<file path="config.mk">
export PLATFORM = sky130hd
export DESIGN_NAME = cmt_trigger
export DESIGN_NICKNAME = d
export VERILOG_FILES = /design/src/hdl/cmt_pkg.sv /design/src/hdl/sub_if.sv /design/src/hdl/cmt_sub.sv /design/src/hdl/cmt_trigger.sv
export VERILOG_INCLUDE_DIRS = /design/src /design/src/hdl
export SDC_FILE = /design/constraint.sdc
export NUM_CORES = 1
export LEC_CHECK = 0
export BUFFER_PORTS_ARGS = -buffer_cell sky130_fd_sc_hd__buf_2
export CORE_ASPECT_RATIO = 1.5
export CORE_MARGIN = 4
export CORE_UTILIZATION = 36
export CTS_BUF_LIST = sky130_fd_sc_hd__clkbuf_8
export CTS_CLUSTER_SIZE = 40
export DETAILED_ROUTE_END_ITERATION = 10
export GPL_TIMING_DRIVEN = 0
export SYNTH_ARGS = -nofsm -noshare
export SYNTH_HDL_FRONTEND = slang
export SYNTH_SLANG_ARGS = --single-unit
</file>
<file path="constraint.sdc">
create_clock -name clk -period 11.3 [get_ports clk]
set_input_delay 1.13 -clock clk [delete_from_list [all_inputs] [get_ports clk]]
set_output_delay 1.13 -clock clk [all_outputs]
set_load 0.01 [all_outputs]
</file>
<file path="src/hdl/cmt_cfg.svh">
`ifndef CMT_CFG_SVH
`define CMT_CFG_SVH
// sizes
`define CMT_ADDR_W     8
`define CMT_DATA_W     32
`define CMT_PSC_W      16
`define CMT_NSUB       2
`define CMT_NBUS       2
// register byte offsets
`define OFS_UNIT_EN    8'h00
`define OFS_PSC0       8'h04
`define OFS_PSC1       8'h08
`define OFS_START      8'h0C
`define OFS_IRQ_EN     8'h10
`define OFS_CTRL0      8'h14
`define OFS_CTRL1      8'h18
`define OFS_CMP0       8'h1C
`define OFS_CMP1       8'h20
`define OFS_CNT0       8'h24
`define OFS_CNT1       8'h28
`define OFS_STAT0      8'h2C
`define OFS_STAT1      8'h30
`define OFS_CLR0       8'h34
`define OFS_CLR1       8'h38
// field positions
`define UEN_PSC_BIT    0
`define UEN_TMR_BIT    7
`define CTRL_BUS_BIT   4
`define FLAG_CMF_BIT   0
`define FLAG_OVF_BIT   1
// reset values and counting constants
`define RST_UNIT_EN    8'h00
`define RST_PSC        16'h0000
`define RST_BITS2      2'h0
`define RST_CTRL       8'h00
`define RST_WORD       32'h0000_0000
`define CNT_ALL_ONES   32'hFFFF_FFFF
`define CNT_ONE        32'h0000_0001
`define PSC_ONE        16'h0001
`endif

</file>
<file path="src/hdl/cmt_pkg.sv">
`default_nettype none
package cmt_pkg;
  typedef logic [31:0] word_t;
  typedef logic [7:0]  addr_t;
  typedef logic [15:0] psc_t;
  // clock bus chosen by a sub-block
  typedef enum logic [0:0] {
    CLK_BUS0 = 1'b0,
    CLK_BUS1 = 1'b1
  } clk_bus_e;
  // bus slave answer state
  typedef enum logic [0:0] {
    BUS_IDLE = 1'b0,
    BUS_ACK  = 1'b1
  } bus_state_e;
endpackage
`default_nettype wire

</file>
<file path="src/hdl/sub_if.sv">
`default_nettype none
interface sub_if;
  import cmt_pkg::*;
  logic  tick;
  logic  run;
  logic  clr_cmf;
  logic  clr_ovf;
  word_t compare;
  word_t counter;
  logic  cmf;
  logic  ovf;
  logic  trig;
  modport ctrl  (output tick, run, clr_cmf, clr_ovf, compare, input counter, cmf, ovf, trig);
  modport timer (input tick, run, clr_cmf, clr_ovf, compare, output counter, cmf, ovf, trig);
endinterface
`default_nettype wire

</file>
<file path="src/hdl/cmt_sub.sv">
`include "cmt_cfg.svh"
`default_nettype none
module cmt_sub (
  // clock and reset
  input wire logic clk,
  input wire logic rst_n,
  // control and status
  sub_if.timer     s
);
  import cmt_pkg::*;

  logic  match;
  logic  step;
  word_t counter_q;
  logic  cmf_q;
  logic  ovf_q;
  logic  trig_q;

  // count only on ticks of the chosen bus while running
  assign step  = s.run && s.tick;
  assign match = step && (counter_q == s.compare);

  // counter restarts from zero on a match, wraps on overflow
  always_ff @(posedge clk) begin
    if (!rst_n) begin
      counter_q <= `RST_WORD;
    end else if (match) begin
      counter_q <= `RST_WORD;
    end else if (step) begin
      counter_q <= counter_q + `CNT_ONE;
    end
  end

  // sticky flags; a new event wins over a clear in the same cycle
  always_ff @(posedge clk) begin
    if (!rst_n) begin
      cmf_q <= 1'b0;
      ovf_q <= 1'b0;
    end else begin
      cmf_q <= match || (cmf_q && !s.clr_cmf);
      ovf_q <= (step && !match && counter_q == `CNT_ALL_ONES)
               || (ovf_q && !s.clr_ovf);
    end
  end

  // one clock wide positive trigger per match
  always_ff @(posedge clk) begin
    if (!rst_n) begin
      trig_q <= 1'b0;
    end else begin
      trig_q <= match;
    end
  end

  assign s.counter = counter_q;
  assign s.cmf     = cmf_q;
  assign s.ovf     = ovf_q;
  assign s.trig    = trig_q;
endmodule // cmt_sub
`default_nettype wire

</file>
<file path="src/hdl/cmt_trigger.sv">
// Summary of operation
// Each counter advances only on ticks of its selected clock bus.
// Control value 0x00 selects clock bus 0, 0x10 selects clock bus 1.
// A match is signalled when counter equals the sub-block's compare value.
// On a match the counter returns to zero and counting restarts.
// Match and overflow flags set on their events and stay until cleared.
// Each match drives a positive trigger exactly one clock wide.
// The trigger goes to the converter selector, which starts a scan per pulse.
// Shared interrupt enable: bit 0 for sub-block 0, bit 1 for sub-block 1.
// Shared start: bit per sub-block; a cleared bit stops that counter.
// Writing ones to flag clear clears those flags; 0x01 match, 0x03 both.
// Unit enable gates timer (bit 7) and prescalers (bit 0); 0x81 both.
// A prescaler divides by its programmed value plus one.
// Match interrupt is high while match flag and its enable are both set.
//
// Our own choices: the register offsets and the Avalon-MM register port.
`include "cmt_cfg.svh"
`default_nettype none
module cmt_trigger (
  // clock and reset
  input  wire logic           clk,
  input  wire logic           rst_n,
  // avalon-mm slave
  input  wire cmt_pkg::addr_t avs_address,
  input  wire logic           avs_read,
  input  wire logic           avs_write,
  input  wire cmt_pkg::word_t avs_writedata,
  output cmt_pkg::word_t      avs_readdata,
  output logic                avs_waitrequest,
  // converter triggers, one per sub-block
  output logic                trig_sub0,
  output logic                trig_sub1,
  // interrupt requests
  output logic                match_irq_sub0,
  output logic                match_irq_sub1,
  output logic                irq
);
  import cmt_pkg::*;

  // software settings
  logic [7:0]             common_unit_enable_q;
  psc_t                   psc_div_q [`CMT_NBUS];
  logic [`CMT_NSUB-1:0]   shared_count_start_q;
  logic [`CMT_NSUB-1:0]   shared_interrupt_enable_q;
  logic [7:0]             timer_control_q [`CMT_NSUB];
  word_t                  compare_value_q [`CMT_NSUB];

  // bus slave
  bus_state_e             bus_q;
  bus_state_e             bus_d;
  word_t                  rdata_q;
  word_t                  rdata_d;
  logic                   wr_en;

  // prescalers and sub-block wiring
  psc_t                   psc_cnt_q [`CMT_NBUS];
  logic [`CMT_NBUS-1:0]   bus_tick;
  logic                   psc_on;
  logic                   tmr_on;
  logic [`CMT_NSUB-1:0]   clr_cmf;
  logic [`CMT_NSUB-1:0]   clr_ovf;
  logic [`CMT_NSUB-1:0]   cmf;
  logic [`CMT_NSUB-1:0]   ovf;
  logic [`CMT_NSUB-1:0]   trig;
  word_t                  counter [`CMT_NSUB];

  sub_if sub [`CMT_NSUB] ();

  assign psc_on = common_unit_enable_q[`UEN_PSC_BIT];
  assign tmr_on = common_unit_enable_q[`UEN_TMR_BIT];

  // --------------------------------------------------------------
  // bus slave: one wait cycle, then answer; keeps decode off the
  // critical path at the cost of two cycles per access
  // --------------------------------------------------------------
  always_comb begin
    bus_d = bus_q;
    case (bus_q)
      BUS_IDLE: begin
        if (avs_read || avs_write) begin
          bus_d = BUS_ACK;
        end
      end
      BUS_ACK: begin
        bus_d = BUS_IDLE;
      end
      default: begin
        bus_d = BUS_IDLE;
      end
    endcase
  end

  // slave state
  always_ff @(posedge clk) begin
    if (!rst_n) begin
      bus_q <= BUS_IDLE;
    end else begin
      bus_q <= bus_d;
    end
  end

  assign avs_waitrequest = (bus_q != BUS_ACK);
  assign wr_en           = avs_write && (bus_q == BUS_ACK);

  // read mux; unmapped and write-only offsets read as zero
  always_comb begin
    rdata_d = `RST_WORD;
    case (avs_address)
      `OFS_UNIT_EN: rdata_d = {24'h00_0000, common_unit_enable_q};
      `OFS_PSC0:    rdata_d = {16'h0000, psc_div_q[0]};
      `OFS_PSC1:    rdata_d = {16'h0000, psc_div_q[1]};
      `OFS_START:   rdata_d = {30'h0000_0000, shared_count_start_q};
      `OFS_IRQ_EN:  rdata_d = {30'h0000_0000, shared_interrupt_enable_q};
      `OFS_CTRL0:   rdata_d = {24'h00_0000, timer_control_q[0]};
      `OFS_CTRL1:   rdata_d = {24'h00_0000, timer_control_q[1]};
      `OFS_CMP0:    rdata_d = compare_value_q[0];
      `OFS_CMP1:    rdata_d = compare_value_q[1];
      `OFS_CNT0:    rdata_d = counter[0];
      `OFS_CNT1:    rdata_d = counter[1];
      `OFS_STAT0:   rdata_d = {30'h0000_0000, ovf[0], cmf[0]};
      `OFS_STAT1:   rdata_d = {30'h0000_0000, ovf[1], cmf[1]};
      default:      rdata_d = `RST_WORD;
    endcase
  end

  // read data captured while waiting, stands in the answer cycle
  always_ff @(posedge clk) begin
    if (!rst_n) begin
      rdata_q <= `RST_WORD;
    end else if (avs_read && bus_q == BUS_IDLE) begin
      rdata_q <= rdata_d;
    end
  end

  assign avs_readdata = rdata_q;

  // --------------------------------------------------------------
  // common settings
  // --------------------------------------------------------------
  always_ff @(posedge clk) begin
    if (!rst_n) begin
      common_unit_enable_q <= `RST_UNIT_EN;
    end else if (wr_en && avs_address == `OFS_UNIT_EN) begin
      common_unit_enable_q <= avs_writedata[7:0];
    end
  end

  // count start and interrupt enable, one bit per sub-block
  always_ff @(posedge clk) begin
    if (!rst_n) begin
      shared_count_start_q      <= `RST_BITS2;
      shared_interrupt_enable_q <= `RST_BITS2;
    end else if (wr_en) begin
      if (avs_address == `OFS_START) begin
        shared_count_start_q <= avs_writedata[1:0];
      end
      if (avs_address == `OFS_IRQ_EN) begin
        shared_interrupt_enable_q <= avs_writedata[1:0];
      end
    end
  end

  // flag clears are write-one pulses, valid in the accepting cycle
  always_comb begin
    clr_cmf = `RST_BITS2;
    clr_ovf = `RST_BITS2;
    if (wr_en && avs_address == `OFS_CLR0) begin
      clr_cmf[0] = avs_writedata[`FLAG_CMF_BIT];
      clr_ovf[0] = avs_writedata[`FLAG_OVF_BIT];
    end
    if (wr_en && avs_address == `OFS_CLR1) begin
      clr_cmf[1] = avs_writedata[`FLAG_CMF_BIT];
      clr_ovf[1] = avs_writedata[`FLAG_OVF_BIT];
    end
  end

  // --------------------------------------------------------------
  // prescalers: bus b ticks once every div+1 clocks
  // --------------------------------------------------------------
  for (genvar b = 0; b < `CMT_NBUS; b++) begin : g_psc
    always_ff @(posedge clk) begin
      if (!rst_n) begin
        psc_div_q[b] <= `RST_PSC;
      end else if (wr_en && avs_address == (b == 0 ? `OFS_PSC0 : `OFS_PSC1)) begin
        psc_div_q[b] <= avs_writedata[15:0];
      end
    end

    // divider counter held at zero while prescalers are off
    always_ff @(posedge clk) begin
      if (!rst_n || !psc_on) begin
        psc_cnt_q[b] <= `RST_PSC;
      end else if (psc_cnt_q[b] >= psc_div_q[b]) begin
        psc_cnt_q[b] <= `RST_PSC;
      end else begin
        psc_cnt_q[b] <= psc_cnt_q[b] + `PSC_ONE;
      end
    end

    assign bus_tick[b] = psc_on && (psc_cnt_q[b] >= psc_div_q[b]);
  end

  // --------------------------------------------------------------
  // sub-blocks
  // --------------------------------------------------------------
  for (genvar i = 0; i < `CMT_NSUB; i++) begin : g_sub
    clk_bus_e sel;

    always_ff @(posedge clk) begin
      if (!rst_n) begin
        timer_control_q[i] <= `RST_CTRL;
      end else if (wr_en && avs_address == (i == 0 ? `OFS_CTRL0 : `OFS_CTRL1)) begin
        timer_control_q[i] <= avs_writedata[7:0];
      end
    end

    // compare value
    always_ff @(posedge clk) begin
      if (!rst_n) begin
        compare_value_q[i] <= `RST_WORD;
      end else if (wr_en && avs_address == (i == 0 ? `OFS_CMP0 : `OFS_CMP1)) begin
        compare_value_q[i] <= avs_writedata;
      end
    end

    // 0x00 picks bus 0, 0x10 picks bus 1
    assign sel = clk_bus_e'(timer_control_q[i][`CTRL_BUS_BIT]);

    assign sub[i].tick    = (sel == CLK_BUS1) ? bus_tick[1] : bus_tick[0];
    assign sub[i].run     = tmr_on && shared_count_start_q[i];
    assign sub[i].clr_cmf = clr_cmf[i];
    assign sub[i].clr_ovf = clr_ovf[i];
    assign sub[i].compare = compare_value_q[i];
    assign counter[i]     = sub[i].counter;
    assign cmf[i]         = sub[i].cmf;
    assign ovf[i]         = sub[i].ovf;
    assign trig[i]        = sub[i].trig;

    cmt_sub u_sub (
      .clk   (clk),
      .rst_n (rst_n),
      .s     (sub[i])
    );
  end

  // triggers go straight to the converter selector, no extra delay
  assign trig_sub0 = trig[0];
  assign trig_sub1 = trig[1];

  // interrupt requests follow flag and enable without latching
  assign match_irq_sub0 = cmf[0] && shared_interrupt_enable_q[0];
  assign match_irq_sub1 = cmf[1] && shared_interrupt_enable_q[1];
  assign irq            = match_irq_sub0 || match_irq_sub1;

  // counters cannot be preloaded, so overflow is left unchecked; the
  // sub-block's own sticky-flag check covers the match flag only
  function automatic logic sel_is_bus1(input logic [7:0] ctrl);
    return ctrl[`CTRL_BUS_BIT];
  endfunction
endmodule // cmt_trigger
`default_nettype wire

</file>
==> metrics <==
io pins=82; Site Rows=87; Die Span Y=about 250 um; measured slew at the worst slew-check pin=1320 ps; hold crit path type=flop to flop; Post-synth EDFFs=144; Initial Util=0.363; register area share after synthesis=0.487; # fillers=3722; distinct cell type count after synthesis=57; Comb pwr share=0.055; WP depth=12; reg2reg setup slack=7160 ps; CTS tree=done; crit path cell chain=inv_1 -> ha_1 -> nand2b_1 -> a2111oi_0 -> nor3_1 -> o21ai_1 -> and2_1 -> clkbuf_1 -> buf_2 -> clkbuf_1 -> o31ai_1 -> a21oi_1; Worst path most repeated cell=clkbuf_1; worst flop-to-flop path startpoint=psc_cnt_q[1][0]; Final Util=0.420; initial DRC count=1050; initial antenna violation count=1; Yosys reg bits=259; Root Buffer=clkbuf_8; vias in the first global route=11446; Post-layout nets=about 1600; # resized after CTS=0; Post-Syn Area=13600 um^2; Tot GR Track Use=0.216; final antenna-violating net count=0; FFs w/ async S/R, synth=0; Setup WS post-layout=~7200 ps; Pre-Repair DR Iteration Count=8; DR WL/cell=22.3 um; Worst EP required=11800 ps; max-cap violations=0; final slew viol count=0; Clock Path Buffers=3; final-report setup violation count=0; Fin. Hold Viols=0; clk sinks=259; share of total power in the clock network=0.415; Post-synth top flop=edfxtp_1; total number of vias=approximately 12000; status=complete, no violations; Worst Hold Launch=avs_readdata[0]; internal power=1.47 mW; Syn-to-layout area delta=15.4%; first-pass GRT wire length=just under 70 mm; die width=167 um; largest stage delay on the critical path=660 ps; RSZ-0062 raised after global routing=false; IO buf count=78; Worst Path Max Fanout=10; setup_tns=0 ps; post-placement setup slack=6820 ps; Post-Route Skew=~18 ps; number of vias per cell=approximately 5.6; H-tree levels=2; VDD IR max=0.0754 mV; CP Launch Type=flop; post-CTS setup buffers=0; Crit path max-delay family=compound AO/OA/AOI/OAI gates; Reg clk slew, reported paths=60 ps; largest net degree at the start of global routing=18; Worst EP arrival=between 4000 and 5000 ps; share of post-route cells with drive strength above 1=0.103; worst path bufs/invs=4; Worst-Skew Late Latency=580 ps; Crit. End Element=flop; PwrDens=between 100 and 150 nW/um^2; hold path depth=2; hold_buf cts=0; f_max=241 MHz; Max-Slew Margin vs Limit=0.116; Placeable Area=37400 um^2; critical path class=flop to flop; GP Congestion=0.945; Reg power frac=0.531; Reg2Reg Depth=12; Num CTS Buffers=42; Synthesis Warnings=0; Final HPWL DP=35.1 mm; Hold EP=avs_readdata[0]; worst hold slack=453 ps; synthesized instance count=1368; leakage=5.33 nW; Avg Cell Area, Syn=9.95 um^2; switch share=0.243; Final period util=0.367; die area=41000 um^2; total congestion overflow=0; reg2reg end=g_sub[0].u_sub.s.counter[1]; CP max-delay cell=o21ai_1; drt drc=0; Final Critical Period=4140 ps; sw power=about 0.47 mW; DRT Wirelength=45.6 mm
cell families after synthesis:
logic type                 count (synthesis)  synth area share
and+or+nand+nor                          498             0.205
AOI/OAI and AO/OA                        314             0.156
xor gates and xnor gates                 111            0.0714
adders and majority gates                 36            0.0331
DFF                                      259             0.487
buffers and inverters                    137            0.0382
muxes                                     12           0.00883
other                                      1          0.000276
worst reg2reg max path, delay by kind of cell (launching register included):
kind            cells  cell delay (ps)
flops               1              490
simple gates        3              580
compound gates      4             1500
fa+ha+maj           1              280
buf+inv             4             1200
through the flow:
step	cells	cell area [um^2]	power, mW
after floorplan	1399	13700	1.10
after global placement	1966	14700	1.15
after detailed placement	1970	14900	1.15
after CTS	2046	15700	1.95
after global routing	2047	15700	2.00
final	2047	15700	1.94
layout make-up:
cell class / count / area [um^2] / share of cell area
Tap cell: 489 / 612 / 0.0389
Timing Repair Buffer: 82 / 488 / 0.0311
Inverter: 53 / 199 / 0.0127
Antenna cell: 1 / 2.50 / 0.000159
Multi-Input combinational cell: 1003 / 6640 / 0.423
Sequential cell: 259 / 6630 / 0.422
Buffer: 84 / 320 / 0.0204
Clock buffer: 53 / 729 / 0.0464
Clock inverter: 23 / 92.6 / 0.00589
per-layer routing:
metal	track usage	routed length (um)	up-vias
met5	0	0	-
met1	0.225	16200	5531
met2	0.399	23600	509
met4	0.148	3430	0
li1	-	-	5313
met3	0.0283	2450	162
registers in the layout, indices dropped and copies added (netlist names):
signal and cells:
avs_readdata 32, g_sub.u_sub.s.counter 64, shared_interrupt_enable_q 2, g_sub.u_sub.s.cmf 2
common_unit_enable_q 8, bus_q 1, shared_count_start_q 2, compare_value_q 64
g_sub.u_sub.s.ovf 2, g_sub.u_sub.s.trig 2, psc_div_q 32, timer_control_q 16
psc_cnt_q 32
power by group through the flow:
stage / registers [mW] / clock network, mW / logic (mW)
after floorplan: 1.04 / 0 / 0.0570
after CTS: 1.03 / 0.814 / 0.105
after detailed placement: 1.05 / 0 / 0.104
after global placement: 1.05 / 0 / 0.0968
final: 1.03 / 0.803 / 0.106
after global routing: 1.03 / 0.853 / 0.115
synth_stat cells, types with 2 or more instances:
library cell / instances / area share
nand3_1: 40 / 0.015
o21ai_1: 3 / 0.0011
a221oi_1: 7 / 0.0045
dfxtp_1: 115 / 0.17
a31o_2: 4 / 0.0026
a222oi_1: 8 / 0.0059
nand2_1: 56 / 0.015
or3_1: 25 / 0.011
edfxtp_1: 144 / 0.32
buf_2: 4 / 0.0015
mux2i_1: 12 / 0.0088
o41ai_1: 4 / 0.0026
a211oi_1: 18 / 0.0099
clkbuf_1: 77 / 0.021
a211o_1: 2 / 0.0013
a22oi_1: 68 / 0.038
and2_1: 125 / 0.057
inv_1: 53 / 0.015
xnor2_1: 98 / 0.063
a31oi_1: 10 / 0.0046
buf_1: 3 / 0.00083
o21a_1: 8 / 0.0044
and4_1: 10 / 0.0064
nor2_1: 85 / 0.023
ha_1: 36 / 0.033
or4b_1: 7 / 0.0051
and3_1: 10 / 0.0046
nor3_1: 14 / 0.0051
a21boi_1: 6 / 0.0033
nor2b_1: 38 / 0.017
nand4_1: 44 / 0.020
a21o_1: 4 / 0.0022
xor2_1: 13 / 0.0084
o21bai_1: 2 / 0.0011
or2_2: 5 / 0.0023
nand2b_1: 2 / 0.00092
o21ai_0: 23 / 0.0085
a21oi_1: 98 / 0.036
nor4_1: 7 / 0.0032
a2111oi_0: 3 / 0.0019
o31ai_1: 29 / 0.016
a22o_1: 7 / 0.0045
o211ai_1: 3 / 0.0017
or4_1: 25 / 0.014
how the worst max path moves through the flow:
stage | slack, ps | to | start
floorplan | 6540 | compare_value_q[0][0] | avs_address[5]
global placement | 4720 | compare_value_q[1][17] | avs_address[3]
detailed placement | 6820 | avs_readdata[29] | avs_address[5]
CTS | 7180 | g_sub[0].u_sub.s.counter[2] | psc_cnt_q[1][0]
global route | 6810 | g_sub[0].u_sub.s.counter[2] | psc_cnt_q[1][0]
finish | 7160 | g_sub[0].u_sub.s.counter[1] | psc_cnt_q[1][0]
cell usage in the layout, fill, tap and decap left out, types with 36 or more instances in the layout:
cell	count
clkbuf_8	53
buf_2	82
nor2b_1	38
nand2_1	56
nand4_1	44
dfxtp_1	115
a21oi_1	98
a22oi_1	68
nand3_1	40
nor2_1	85
and2_1	125
xnor2_1	98
edfxtp_1	144
clkbuf_1	77
inv_1	70
ha_1	36
No activity file was read; power rests on OpenSTA's default activity.
